<file path="src/logic/lcu_map.svh">
`ifndef LCU_MAP_SVH
`define LCU_MAP_SVH

// Break field: base length and selector field inside aux_serial_control_reg
`define LCU_BRK_BASE   6'h0d
`define LCU_BRK_MSB    4
`define LCU_BRK_LSB    2
// Shortest low period accepted as a received break, in bit times
`define LCU_BRK_VALID  5'h0b
`define LCU_BRK_SAT    5'h1f
// Input routing bits of input_route_reg
`define LCU_ROUTE_EXT  0
`define LCU_ROUTE_CAP  1
// Extra operating clocks between stop and next start in back-to-back mode
`define LCU_GAP_CYC    6'h02
// Reset values
`define LCU_SHIFT_RST  8'hff
`define LCU_BUF_RST    8'hff
`define LCU_LINE_IDLE  1'b1
// Character lengths
`define LCU_BITS7      4'h7
`define LCU_BITS8      4'h8
`define LCU_LAST7      4'h6
`define LCU_LAST8      4'h7
// Clock source selector: sources fx/2^0 .. fx/2^11
`define LCU_SRC_LAST   4'hb

`endif

</file>
<file path="src/logic/lcu_pkg.sv">
package lcu_pkg;

   typedef struct packed {
      logic       unit_power_on;
      logic       tx_enable_bit;
      logic       rx_enable_bit;
      logic       char7;
      logic       msb_first;
      logic       tx_invert;
      logic       parity_en;
      logic       parity_odd;
      logic [3:0] clk_sel;
      logic [7:0] baud_divider_ctrl;
      logic [7:0] aux_serial_control_reg;
      logic [1:0] input_route_reg;
   } lcu_cfg_t;

   typedef struct packed {
      logic overrun_flag;
      logic parity_err_flag;
      logic framing_err_flag;
      logic rx_full;
      logic break_rx_mode;
   } lcu_rx_stat_t;

   typedef enum logic [2:0] {
      TX_IDLE, TX_START, TX_DATA, TX_PAR, TX_STOP, TX_GAP, TX_BRK
   } lcu_tx_st_t;

   typedef enum logic [2:0] {
      RX_IDLE, RX_START, RX_DATA, RX_PAR, RX_STOP, RX_BRK
   } lcu_rx_st_t;

   typedef struct packed {
      logic [10:0] cnt;
      logic        tick;
   } lcu_pre_st_t;

   typedef struct packed {
      logic [7:0] cnt;
      logic       tick;
   } lcu_baud_st_t;

   typedef struct packed {
      logic         sync_a;
      logic         sync_b;
      logic         rx_prev;
      lcu_rx_st_t   rx_st;
      logic         rx_half;
      logic [3:0]   rx_bit;
      logic [7:0]   rx_shift;
      logic         rx_par;
      logic [4:0]   brk_cnt;
      logic [7:0]   rx_buf;
      lcu_rx_stat_t stat;
      logic         rx_done;
      logic         rx_err;
      logic         brk_done;
      lcu_tx_st_t   tx_st;
      logic         tx_half;
      logic [3:0]   tx_bit;
      logic [5:0]   tx_cnt;
      logic [7:0]   tx_sh;
      logic [7:0]   tx_buf;
      logic         tx_pend;
      logic         tx_par;
      logic         tx_line;
      logic         tx_done;
      logic         tx_busy;
      logic         out;
      logic         ext_irq;
      logic         cap_in;
   } lcu_state_t;

endpackage : lcu_pkg

</file>
<file path="src/logic/lcu_prescale.sv">
`timescale 1ns/10ps
`default_nettype none
`include "lcu_map.svh"

module lcu_prescale (
   // Clock and reset
   input  wire logic       clock,
   input  wire logic       rst_n,
   // Source select and tick
   input  wire logic [3:0] sel,
   output logic            base_tick
);

   lcu_pkg::lcu_pre_st_t q;
   lcu_pkg::lcu_pre_st_t d;

   // One of twelve operating clocks, as an enable every 2^sel cycles
   always_comb begin
      logic [3:0]  s;
      logic [10:0] mask;
      s    = (sel > `LCU_SRC_LAST) ? `LCU_SRC_LAST : sel;
      mask = 11'((12'h001 << s) - 12'h001);
      d      = q;
      d.cnt  = q.cnt + 11'h001;
      d.tick = ((q.cnt & mask) == mask);
   end

   always_ff @(posedge clock or negedge rst_n) begin
      if (!rst_n) begin
         q <= '0;
      end else begin
         q <= d;
      end
   end

   assign base_tick = q.tick;

endmodule : lcu_prescale

`default_nettype wire

</file>
<file path="src/logic/lcu_baud.sv">
`timescale 1ns/10ps
`default_nettype none

module lcu_baud (
   // Clock and reset
   input  wire logic       clock,
   input  wire logic       rst_n,
   // Control
   input  wire logic       base_tick,
   input  wire logic       run,
   input  wire logic [7:0] div,
   // Half-bit tick
   output logic            tick
);

   lcu_pkg::lcu_baud_st_t q;
   lcu_pkg::lcu_baud_st_t d;

   // 8-bit divider; a value of zero divides by 256
   always_comb begin
      d      = q;
      d.tick = 1'b0;
      if (!run) begin
         d.cnt = '0;
      end else if (base_tick) begin
         if (q.cnt == 8'(div - 8'h01)) begin
            d.cnt  = '0;
            d.tick = 1'b1;
         end else begin
            d.cnt = q.cnt + 8'h01;
         end
      end
   end

   always_ff @(posedge clock or negedge rst_n) begin
      if (!rst_n) begin
         q <= '0;
      end else begin
         q <= d;
      end
   end

   assign tick = q.tick;

endmodule : lcu_baud

`default_nettype wire

</file>
<file path="src/logic/lcu_lin_serial_unit.sv">
`timescale 1ns/10ps
`default_nettype none
`include "lcu_map.svh"

module lcu_lin_serial_unit (
   // Clock and reset
   input  wire logic                  clock,
   input  wire logic                  rst_n,
   // Configuration
   input  wire lcu_pkg::lcu_cfg_t     cfg,
   // Transmit requests
   input  wire logic                  tx_write,
   input  wire logic [7:0]            tx_data,
   input  wire logic                  tx_break_start,
   // Receive control
   input  wire logic                  rx_read,
   input  wire logic                  err_clear,
   input  wire logic                  break_rx_arm,
   // Serial pins
   input  wire logic                  serial_in_pin,
   output logic                       serial_out_pin,
   // Transmit status
   output logic                       tx_done_irq,
   output logic                       tx_busy,
   output logic                       tx_buf_full,
   // Receive status
   output logic [7:0]                 rx_holding_buffer,
   output lcu_pkg::lcu_rx_stat_t      rx_status,
   output logic                       rx_done_irq,
   output logic                       rx_err_irq,
   output logic                       break_rx_irq,
   // Routed receive input
   output logic                       ext_irq_input,
   output logic                       capture_timer_input
);

   lcu_pkg::lcu_state_t q;
   lcu_pkg::lcu_state_t d;

   logic unit_rst_n;
   logic base_tick;
   logic tx_tick;
   logic rx_tick;
   logic tx_run;
   logic rx_run;

   // Power bit low holds the whole unit in asynchronous reset
   assign unit_rst_n = rst_n & cfg.unit_power_on;

   // Dividers start from the next state so the first bit is not a clock too long
   assign tx_run = (d.tx_st != lcu_pkg::TX_IDLE) && (d.tx_st != lcu_pkg::TX_GAP);
   assign rx_run = (d.rx_st != lcu_pkg::RX_IDLE);

   lcu_prescale u_pre (
      .clock     (clock),
      .rst_n     (unit_rst_n),
      .sel       (cfg.clk_sel),
      .base_tick (base_tick)
   );

   // Separate dividers keep the two directions independent
   lcu_baud u_tx_baud (
      .clock     (clock),
      .rst_n     (unit_rst_n),
      .base_tick (base_tick),
      .run       (tx_run),
      .div       (cfg.baud_divider_ctrl),
      .tick      (tx_tick)
   );

   lcu_baud u_rx_baud (
      .clock     (clock),
      .rst_n     (unit_rst_n),
      .base_tick (base_tick),
      .run       (rx_run),
      .div       (cfg.baud_divider_ctrl),
      .tick      (rx_tick)
   );

   always_comb begin
      logic       rx_ctr;
      logic       tx_end;
      logic       go;
      logic       bitv;
      logic       fe;
      logic       pe;
      logic       ov;
      logic [3:0] rx_last;
      logic [3:0] tx_bits;
      logic [2:0] brk_sel;
      rx_ctr  = rx_tick & q.rx_half;
      tx_end  = tx_tick & q.tx_half;
      go      = 1'b0;
      fe      = 1'b0;
      pe      = 1'b0;
      ov      = 1'b0;
      rx_last = cfg.char7 ? `LCU_LAST7 : `LCU_LAST8;
      tx_bits = cfg.char7 ? `LCU_BITS7 : `LCU_BITS8;
      brk_sel = cfg.aux_serial_control_reg[`LCU_BRK_MSB:`LCU_BRK_LSB];
      bitv    = cfg.msb_first ? q.tx_sh[3'h7 - q.tx_bit[2:0]]
                              : q.tx_sh[q.tx_bit[2:0]];

      d          = q;
      d.rx_done  = 1'b0;
      d.rx_err   = 1'b0;
      d.brk_done = 1'b0;
      d.tx_done  = 1'b0;
      d.sync_a   = serial_in_pin;
      d.sync_b   = q.sync_a;
      d.rx_prev  = q.sync_b;

      // Receive path
      if (rx_read) begin
         d.stat.rx_full = 1'b0;
      end
      if (err_clear) begin
         d.stat.overrun_flag     = 1'b0;
         d.stat.parity_err_flag  = 1'b0;
         d.stat.framing_err_flag = 1'b0;
      end
      if (rx_tick) begin
         d.rx_half = !q.rx_half;
      end
      if (!cfg.rx_enable_bit) begin
         d.rx_st   = lcu_pkg::RX_IDLE;
         d.rx_half = 1'b0;
      end else begin
         case (q.rx_st)
            lcu_pkg::RX_IDLE: begin
               d.rx_half = 1'b0;
               if (q.rx_prev && !q.sync_b) begin
                  d.rx_st = lcu_pkg::RX_START;
               end
            end
            lcu_pkg::RX_START: begin
               if (rx_tick) begin
                  d.rx_half = 1'b0;
                  d.rx_bit  = '0;
                  d.rx_par  = 1'b0;
                  d.brk_cnt = 5'h01;
                  if (q.sync_b) begin
                     d.rx_st = lcu_pkg::RX_IDLE;
                  end else if (q.stat.break_rx_mode) begin
                     d.rx_st    = lcu_pkg::RX_BRK;
                     d.rx_shift = `LCU_SHIFT_RST;
                  end else begin
                     d.rx_st    = lcu_pkg::RX_DATA;
                     d.rx_shift = `LCU_SHIFT_RST;
                  end
               end
            end
            lcu_pkg::RX_DATA: begin
               if (rx_ctr) begin
                  d.rx_shift = cfg.msb_first ? {q.rx_shift[6:0], q.sync_b}
                                             : {q.sync_b, q.rx_shift[7:1]};
                  d.rx_par   = q.rx_par ^ q.sync_b;
                  d.rx_bit   = q.rx_bit + 4'h1;
                  if (q.rx_bit == rx_last) begin
                     d.rx_st = cfg.parity_en ? lcu_pkg::RX_PAR : lcu_pkg::RX_STOP;
                  end
               end
            end
            lcu_pkg::RX_PAR: begin
               if (rx_ctr) begin
                  d.rx_par = q.rx_par ^ q.sync_b;
                  d.rx_st  = lcu_pkg::RX_STOP;
               end
            end
            lcu_pkg::RX_STOP: begin
               if (rx_ctr) begin
                  d.rx_st   = lcu_pkg::RX_IDLE;
                  d.rx_done = 1'b1;
                  fe = !q.sync_b;
                  pe = cfg.parity_en & (q.rx_par != cfg.parity_odd);
                  ov = q.stat.rx_full;
                  if (!ov) begin
                     d.stat.rx_full = 1'b1;
                     if (!cfg.char7) begin
                        d.rx_buf = q.rx_shift;
                     end else if (cfg.msb_first) begin
                        d.rx_buf = {q.rx_shift[6:0], 1'b0};
                     end else begin
                        d.rx_buf = {1'b0, q.rx_shift[7:1]};
                     end
                  end
                  d.rx_err = fe | pe | ov;
               end
            end
            lcu_pkg::RX_BRK: begin
               // Only counts low bit times; errors and buffer are untouched
               if (rx_ctr) begin
                  if (!q.sync_b) begin
                     if (q.brk_cnt != `LCU_BRK_SAT) begin
                        d.brk_cnt = q.brk_cnt + 5'h01;
                     end
                  end else begin
                     d.rx_st = lcu_pkg::RX_IDLE;
                     if (q.brk_cnt >= `LCU_BRK_VALID) begin
                        d.brk_done           = 1'b1;
                        d.stat.break_rx_mode = 1'b0;
                     end
                  end
               end
            end
            default: begin
               d.rx_st = lcu_pkg::RX_IDLE;
            end
         endcase
      end
      // A new error outranks a clear in the same cycle
      d.stat.overrun_flag     = d.stat.overrun_flag | ov;
      d.stat.parity_err_flag  = d.stat.parity_err_flag | pe;
      d.stat.framing_err_flag = d.stat.framing_err_flag | fe;
      if (break_rx_arm) begin
         d.stat.break_rx_mode = 1'b1;
      end

      // Transmit path
      if (tx_tick) begin
         d.tx_half = !q.tx_half;
      end
      case (q.tx_st)
         lcu_pkg::TX_IDLE: begin
            d.tx_half = 1'b0;
            if (q.tx_pend) begin
               go = 1'b1;
            end else if (tx_break_start) begin
               d.tx_st   = lcu_pkg::TX_BRK;
               d.tx_line = 1'b0;
               d.tx_cnt  = `LCU_BRK_BASE + {3'h0, brk_sel};
            end
         end
         lcu_pkg::TX_START: begin
            if (tx_end) begin
               d.tx_st   = lcu_pkg::TX_DATA;
               d.tx_line = bitv;
               d.tx_par  = bitv;
               d.tx_bit  = 4'h1;
            end
         end
         lcu_pkg::TX_DATA: begin
            if (tx_end) begin
               if (q.tx_bit == tx_bits) begin
                  d.tx_st   = cfg.parity_en ? lcu_pkg::TX_PAR : lcu_pkg::TX_STOP;
                  d.tx_line = cfg.parity_en ? (q.tx_par ^ cfg.parity_odd) : `LCU_LINE_IDLE;
               end else begin
                  d.tx_line = bitv;
                  d.tx_par  = q.tx_par ^ bitv;
                  d.tx_bit  = q.tx_bit + 4'h1;
               end
            end
         end
         lcu_pkg::TX_PAR: begin
            if (tx_end) begin
               d.tx_st   = lcu_pkg::TX_STOP;
               d.tx_line = `LCU_LINE_IDLE;
            end
         end
         lcu_pkg::TX_STOP: begin
            if (tx_end) begin
               d.tx_done = 1'b1;
               if (q.tx_pend) begin
                  d.tx_st  = lcu_pkg::TX_GAP;
                  d.tx_cnt = `LCU_GAP_CYC;
               end else begin
                  d.tx_st = lcu_pkg::TX_IDLE;
               end
            end
         end
         lcu_pkg::TX_GAP: begin
            if (base_tick) begin
               d.tx_cnt = q.tx_cnt - 6'h01;
               go       = (q.tx_cnt == 6'h01);
            end
         end
         lcu_pkg::TX_BRK: begin
            if (tx_end) begin
               d.tx_cnt = q.tx_cnt - 6'h01;
               if (q.tx_cnt == 6'h01) begin
                  d.tx_st   = lcu_pkg::TX_IDLE;
                  d.tx_line = `LCU_LINE_IDLE;
                  d.tx_done = 1'b1;
               end
            end
         end
         default: begin
            d.tx_st = lcu_pkg::TX_IDLE;
         end
      endcase
      if (go) begin
         d.tx_st   = lcu_pkg::TX_START;
         d.tx_line = 1'b0;
         d.tx_sh   = q.tx_buf;
         d.tx_bit  = '0;
         d.tx_pend = 1'b0;
         d.tx_half = 1'b0;
      end
      if (tx_write) begin
         d.tx_buf  = tx_data;
         d.tx_pend = 1'b1;
      end
      if (!cfg.tx_enable_bit) begin
         d.tx_st   = lcu_pkg::TX_IDLE;
         d.tx_line = `LCU_LINE_IDLE;
         d.tx_pend = 1'b0;
         d.tx_half = 1'b0;
         d.tx_done = 1'b0;
      end
      d.tx_busy = (d.tx_st != lcu_pkg::TX_IDLE);
      d.out     = d.tx_line ^ cfg.tx_invert;

      // Internal routing of the synchronised receive line
      d.ext_irq = cfg.input_route_reg[`LCU_ROUTE_EXT] ? q.sync_b : `LCU_LINE_IDLE;
      d.cap_in  = cfg.input_route_reg[`LCU_ROUTE_CAP] ? q.sync_b : `LCU_LINE_IDLE;
   end

   // State only moves on clock edges or the asynchronous reset, so a stopped clock freezes it
   always_ff @(posedge clock or negedge unit_rst_n) begin
      if (!unit_rst_n) begin
         q          <= '0;
         q.sync_a   <= `LCU_LINE_IDLE;
         q.sync_b   <= `LCU_LINE_IDLE;
         q.rx_prev  <= `LCU_LINE_IDLE;
         q.rx_shift <= `LCU_SHIFT_RST;
         q.rx_buf   <= `LCU_BUF_RST;
         q.tx_buf   <= `LCU_BUF_RST;
         q.tx_line  <= `LCU_LINE_IDLE;
         q.out      <= `LCU_LINE_IDLE;
         q.ext_irq  <= `LCU_LINE_IDLE;
         q.cap_in   <= `LCU_LINE_IDLE;
      end else begin
         q <= d;
      end
   end

   assign serial_out_pin      = q.out;
   assign tx_done_irq         = q.tx_done;
   assign tx_busy             = q.tx_busy;
   assign tx_buf_full         = q.tx_pend;
   assign rx_holding_buffer   = q.rx_buf;
   assign rx_status           = q.stat;
   assign rx_done_irq         = q.rx_done;
   assign rx_err_irq          = q.rx_err;
   assign break_rx_irq        = q.brk_done;
   assign ext_irq_input       = q.ext_irq;
   assign capture_timer_input = q.cap_in;

endmodule : lcu_lin_serial_unit

`default_nettype wire

</file>
<file path="config.mk">
export PLATFORM = sky130hd
export DESIGN_NAME = lcu_lin_serial_unit
export DESIGN_NICKNAME = d
export VERILOG_FILES = /design/src/logic/lcu_pkg.sv /design/src/logic/lcu_prescale.sv /design/src/logic/lcu_baud.sv /design/src/logic/lcu_lin_serial_unit.sv
export VERILOG_INCLUDE_DIRS = /design/src /design/src/logic
export SDC_FILE = /design/constraint.sdc
export NUM_CORES = 1
export LEC_CHECK = 0
export ABC_AREA = 0
export BUFFER_PORTS_ARGS = -buffer_cell sky130_fd_sc_hd__buf_2
export CAP_MARGIN = 20
export CELL_PAD_IN_SITES_DETAIL_PLACEMENT = 0
export CELL_PAD_IN_SITES_GLOBAL_PLACEMENT = 1
export CORE_MARGIN = 5
export CORE_UTILIZATION = 50
export DETAILED_ROUTE_END_ITERATION = 16
export GPL_TIMING_DRIVEN = 0
export MAX_ROUTING_LAYER = met4
export PLACE_DENSITY = 0.82
export SLEW_MARGIN = 40
export SYNTH_ARGS = -nofsm -noshare
export SYNTH_HDL_FRONTEND = slang
export SYNTH_SLANG_ARGS = --single-unit
</file>
<file path="constraint.sdc">
create_clock -name clock -period 9.65 [get_ports clock]
set_input_delay 1.93 -clock clock [delete_from_list [all_inputs] [get_ports clock]]
set_output_delay 1.93 -clock clock [all_outputs]
set_load 0.005 [all_outputs]
</file>
# --- Word level (Yosys, flattened, before mapping) ---
# Index checks and enable logic that the tools add are counted.
classes:
  reduce_logical: 29
  muxes: 121
  n_addsub: 11
  n_eq_ne: 43
  shifts: 1
  n_bitwise: 15
  magnitude_cmp: 4
ops:
  columns: ["operator", "n"]
  rows:
  - ["two-way mux 8 bit", 9]
  - ["two-way mux 3 bit", 21]
  - ["two-way mux 1 bit", 49]
  - ["two-way mux 6 bit", 6]
  - ["inequality test 2 bit (second input constant)", 16]
  - ["two-way mux 4 bit", 7]
  - ["case mux 12 bit (2 select lines)", 1]
  - ["case mux 6 bit (4 select lines)", 1]
  - ["two-way mux 22 bit", 1]
  - ["case mux 3 bit (7 select lines)", 1]
  - ["two-way mux 5 bit", 4]
  - ["two-way mux 9 bit", 2]
  - ["case mux 3 bit (6 select lines)", 1]
  - ["adder 8 x 1 -> 8 bit (second input constant)", 2]
  - ["== test 8 bit", 2]
  - ["AND reduction 4 bit", 4]
  - ["nonzero test 2 bit", 8]
  - ["== test 3 bit (second input constant)", 5]
  - ["AND reduction 5 bit", 3]
  - ["two-way mux 2 bit", 7]
  - ["two-way mux 13 bit", 1]
  - ["== test 3 x 2 -> 1 bit (second input constant)", 4]
  - ["inequality test 3 bit (second input constant)", 4]
  - ["nonzero test 3 bit", 4]
  - ["39 further kinds", 61]
totals:
  out_inout_bits: 22
  in_bits: 46
  elab_cells: 262
  reg_bits: 109

# --- Depth between registers and ports, before layout ---
depth:
  ltp_word: 11
  depth_mapped: 9
  ltp_nobuf: 8

# --- Modules after synthesis ---
# A second synthesis with hierarchy kept.
unflattened:
  cells_unflattened: 719
  area_unflattened_um2: 6665.1
modules_own_cells:
  columns: ["module", "area_each_um2", "cells_each", "seq_area_each_um2", "instances"]
  rows:
  - ["lcu_lin_serial_unit", 4423.0, 474, 2015.7, 1]
  - ["lcu_baud", 747.0, 85, 225.2, 2]
  - ["lcu_prescale", 748.2, 75, 300.3, 1]

# --- Least setup slack after synthesis ---
# No wires, ideal clock.
synth_timing:
  path_kind: "input to register"
  startpoint: "in cfg[14] (netlist name)"
  endpoint: "reg u_rx_baud.q[6] (netlist name)"
  arrival_ps: 3488
  path_stages: 8
  path_buffers: 2
  required_ps: 9514
  setup_slack_ps: 6026
  setup_ps: 136
  cell_sequence: "buf_2 -> or3_4 -> nor3_1 -> o22ai_1 -> or4_4 -> buf_6 -> nand3b_1 -> a31oi_1"
synth_between:
  elab_chain_cells: 5
synth_rtl:
  columns: ["item", "line", "text"]
  rows:
  - ["start, declared", "lcu_lin_serial_unit.sv:10", "input wire lcu_pkg::lcu_cfg_t cfg,"]
  - ["subtractor 8 x 1 -> 8 bit", "lcu_baud.sv:26", "if (q.cnt == 8'(div - 8'h01)) begin"]
  - ["== test 8 bit", "lcu_baud.sv:26", null]
  - ["two-way mux 8 bit", "lcu_baud.sv:26", null]
  - ["two-way mux 9 bit", "lcu_baud.sv:25", "end else if (base_tick) begin"]
  - ["two-way mux 8 bit", "lcu_baud.sv:23", "if (!run) begin"]
  - ["end signal, assigned", "lcu_baud.sv:37", "q <= '0;"]
  - ["end signal, assigned", "lcu_baud.sv:39", "q <= d;"]
  - ["end, declared", "lcu_baud.sv:16", "lcu_pkg::lcu_baud_st_t q;"]
# Every way passes these cells. The select of a mux whose other input is x is not followed.
# A chain may end at the register's enable or synchronous reset.

==> impl_metrics.prom <==
# TYPE chip_impl_metric gauge
chip_impl_metric{name="aggregate_global_routing_overflow",unit=""} 0
chip_impl_info{name="critical_path.startpoint_type",value="primary input"} 1
chip_impl_metric{name="detailedRoute.firstIterationViolations",unit=""} 310
chip_impl_metric{name="dp_hpwl",unit="mm"} 10.4
chip_impl_metric{name="cts_inserted_buffers",unit=""} 9
chip_impl_metric{name="min_period",unit="ns"} 3.61
chip_impl_metric{name="cap_viol_max_count",unit=""} 0
chip_impl_info{name="hp-class",value="register to register"} 1
chip_impl_metric{name="cts.sinks",unit=""} 109
chip_impl_metric{name="io-pin-count",unit=""} 68
chip_impl_info{name="crit_type",value="primary input to register"} 1
chip_impl_metric{name="finish.instance_area",unit="um2"} 7370
chip_impl_metric{name="antenna_cell_count",unit=""} 0
chip_impl_metric{name="max_slew_margin",unit="%"} 51.3
chip_impl_metric{name="cts.repair.resized",unit=""} 0
chip_impl_info{name="reg2reg_launch_point",value="q[25]"} 1
chip_impl_metric{name="die_width",unit="um"} 124
chip_impl_metric{name="vdd.ir_drop.worst",unit="mV"} 0.0928
chip_impl_metric{name="number_of_global_route_vias_before_repair",unit=""} 5127
chip_impl_metric{name="drt_wl_total",unit="mm"} 14.1
chip_impl_info{name="outcome",value="completed"} 1
chip_impl_info{name="clk_root_buffer_cell",value="sky130_fd_sc_hd__clkbuf_16"} 1
chip_impl_metric{name="synth_simple_gate_area_share",unit="%"} 19.3
chip_impl_metric{name="grt_start_max_net_pins",unit=""} 37
chip_impl_metric{name="floorplan.rows",unit=""} 41
chip_impl_metric{name="fp.coreArea",unit="um2"} 12700
chip_impl_info{name="critical_path.slowest_cell",value="sky130_fd_sc_hd__nor3_2"} 1
chip_impl_metric{name="avgSynthCellArea",unit="um2"} 9.78
chip_impl_metric{name="worst_margin_pin_slew",unit="ns"} 0.726
chip_impl_metric{name="die_height",unit="um"} 124
chip_impl_metric{name="ctsHoldBuffers",unit=""} 0
chip_impl_metric{name="placed_area",unit="um2"} 7060
chip_impl_metric{name="synth_enable_flop_cells",unit=""} 0
chip_impl_metric{name="routabilityCongestion",unit=""} 0.885
chip_impl_metric{name="period_utilization",unit="%"} 37.5
chip_impl_metric{name="routed_via_density",unit=""} 5.62
chip_impl_metric{name="drt_first_pass_iters",unit=""} 5
chip_impl_info{name="layout.cells.most_common",value="sky130_fd_sc_hd__dfrtp_1"} 1
chip_impl_info{name="post_synth_main_area_contributors",value="sky130_fd_sc_hd__dfrtp_1 30%, sky130_fd_sc_hd__dfstp_2 13%, sky130_fd_sc_hd__mux2_2 4.0%"} 1
chip_impl_metric{name="post_synthesis_adder_cell_area_fraction",unit="%"} 2.89
chip_impl_metric{name="synth_mux_area_share",unit="%"} 8.05
chip_impl_metric{name="area_growth",unit="%"} 13.4
chip_impl_metric{name="clk_pin_slew_worst_paths",unit="ns"} 0.08
chip_impl_metric{name="cp_slowest_stage_delay",unit="ns"} 0.40
chip_impl_info{name="grt_setup_unrepaired",value="no"} 1
chip_impl_metric{name="ctsLongestPathBuffers",unit=""} 2
chip_impl_info{name="predominant_post_synthesis_flop_cell",value="sky130_fd_sc_hd__dfrtp_1"} 1
chip_impl_metric{name="detail_route.wl_per_cell",unit="um"} 15.5
chip_impl_metric{name="route.detailed.drc",unit=""} 0
chip_impl_metric{name="clk-insertion-delay-late",unit="ns"} 0.36
chip_impl_metric{name="critPathRequiredTime",unit="ns"} 9.93
chip_impl_metric{name="ys_seq_elements",unit=""} 109
chip_impl_metric{name="groute.usage.overall",unit="%"} 20.1
chip_impl_metric{name="nNetsFinal",unit=""} 794
chip_impl_info{name="largest_family_of_logic_cells_by_synthesized_area",value="simple AND/OR/NAND/NOR gates"} 1
chip_impl_info{name="critical_path.startpoint",value="cfg[10]"} 1
chip_impl_metric{name="synth.net_count",unit=""} 725
chip_impl_info{name="hold_sp",value="d[76]"} 1
chip_impl_metric{name="fmax",unit="GHz"} 0.277
chip_impl_metric{name="route.antenna.remaining_nets",unit=""} 0
chip_impl_metric{name="grt_first_pass_wirelength",unit="mm"} 24.2
chip_impl_metric{name="power_density",unit="nW/um2"} 154
chip_impl_metric{name="compound_cell_area_share_of_the_yosys_netlist",unit="%"} 16.0
chip_impl_metric{name="detailed_route_via_count",unit=""} 5113
chip_impl_metric{name="mappedNetlistArea",unit="um2"} 6490
chip_impl_metric{name="io_buffer_count",unit=""} 55
chip_impl_metric{name="yosys.cell_types.count",unit=""} 81
chip_impl_metric{name="initial_core_util",unit="%"} 51.3
chip_impl_info{name="path_cells",value="buf_2, inv_1, ha_1, nand2b_1, o21a_1, nor4_4, o221ai_2, nor3_2, nor3b_2"} 1
chip_impl_info{name="worst_setup_path_end_kind",value="register"} 1
chip_impl_metric{name="layout.cells.non_filler",unit=""} 910
chip_impl_metric{name="drv_slew",unit=""} 0
chip_impl_metric{name="postCtsSetupRepairBufs",unit=""} 0
chip_impl_metric{name="power.static_leakage",unit="uW"} 0.00324
chip_impl_metric{name="async_reset_ff_share",unit="%"} 100
chip_impl_metric{name="finalSetupTns",unit="ns"} 0
chip_impl_metric{name="proportion_of_layout_cells_with_a_drive_suffix_above_1",unit="%"} 23.4
chip_impl_metric{name="critPathArrivalTime",unit="ns"} 3.90
chip_impl_info{name="mostFrequentLayoutCells",value="78 x sky130_fd_sc_hd__dfrtp_1, 63 x sky130_fd_sc_hd__buf_2, 62 x sky130_fd_sc_hd__nand2_1, 42 x sky130_fd_sc_hd__o21ai_0, 34 x sky130_fd_sc_hd__inv_1"} 1
chip_impl_metric{name="syn_inst",unit=""} 664
chip_impl_metric{name="yosys_top_cell_area_share",unit="%"} 30.1
chip_impl_metric{name="yosys.area_share.xor_xnor",unit="%"} 5.39
chip_impl_metric{name="number_of_antenna_violations_at_the_first_check_in_global_routing",unit=""} 0
chip_impl_metric{name="post-place-cells",unit=""} 894
chip_impl_metric{name="synth.yosys.warnings",unit=""} 0
chip_impl_info{name="largest_area_contributor_in_the_netlist",value="sky130_fd_sc_hd__dfrtp_1"} 1
chip_impl_metric{name="crit_fanout",unit=""} 7
chip_impl_metric{name="sequential_area_share_after_synthesis",unit="%"} 42.6
chip_impl_metric{name="setup_viol",unit=""} 0
chip_impl_info{name="tritoncts",value="built"} 1
chip_impl_metric{name="die_area",unit="um2"} 15400
chip_impl_metric{name="hold_viol",unit=""} 0
chip_impl_metric{name="cts_max_level",unit=""} 3
chip_impl_metric{name="finClkSkew",unit="ns"} 0.00886
[final cells by class]
type / instances / area [um2]
tap: 172 / 215
timing repair buffer: 58 / 343
clock buffer: 10 / 239
sequential: 109 / 2770
clock inverter: 6 / 71.3
inverter: 34 / 128
multi-input combinational: 477 / 3360
fill: 1158 / 5310
buffer: 44 / 246
[cells by family after synthesis]
family,Yosys count
AOI/OAI and AO/OA,157
xor gates and xnor gates,40
adders and majority gates,15
buffers and inverters,78
DFF,109
muxes,42
and+or+nand+nor,223
[metal layers]
metal  track usage (%)  vias to the layer above  share of wire, %
met4              4.59                        0              0.86
met1              25.8                     2508                46
met3              4.54                       14               3.6
li1                  -                     2521                 -
met2              32.9                       70                50
met5                 -                        -                 0
[stage by stage]
step / util (%) / setup slack, ns / hold WS (ns) / power, uW
2_1_floorplan: - / 4.33 / 0.345 / 693
3_3_place_gp: 55.1 / 2.95 / 0.351 / 745
3_5_place_dp: 55.7 / 5.71 / 0.355 / 759
4_1_cts: 58.1 / 6.09 / 0.359 / 1150
5_1_grt: 58.1 / 5.95 / 0.362 / 1200
6_report: 58.1 / 6.04 / 0.359 / 1130
[path summary, 6_finish.rpt]
check / to / slack [ns] / depth (start not counted)
min reg2reg: q[76] / 0.36 / 0
max in group asynchronous: rx_holding_buffer[4] / 7.34 / 4
min in group asynchronous: u_rx_baud.q[1] / 1.55 / 2
min: q[76] / 0.36 / 0
max reg2reg: u_tx_baud.q[2] / 7.04 / 8
max: u_tx_baud.tick / 6.04 / 9
[cell usage after synthesis (all sizes together) (4+ instances only)]
master   n
a211o    4
a211oi   7
a21o     5
a21oi   30
a22o     6
a31oi    8
and2     5
and3    18
buf     25
clkbuf  19
dfrtp   78
dfstp   31
ha      15
inv     34
mux2    23
mux2i   14
mux4     5
nand2   62
nand2b   9
nand3   17
nand3b   4
nand4    5
nand4b   5
nor2    26
nor2b   16
nor3    22
nor3b    6
nor4    11
o211ai   7
o21a     5
o21ai   48
o22ai    7
or3      6
xnor2   18
xor2    22
[registers in the layout (all words and copies together), names as in the netlist, 2 cells and up]
name / count
q: 55
u_pre.q: 11
rx_holding_buffer: 8
u_rx_baud.q: 8
u_tx_baud.q: 8
rx_status: 5
d: 2
[critical path, delay by kind of cell]
kind / cells / cell delay [ns]
compound gates: 2 / 0.45
fa+ha+maj: 1 / 0.23
buf+inv: 2 / 0.20
simple gates: 4 / 1.07
[power breakdown]
group          switching (uW)  internal, uW
Clock                     174           210
Sequential               32.6           502
Combinational             118          98.1
Power figures use the tool's default switching activity.
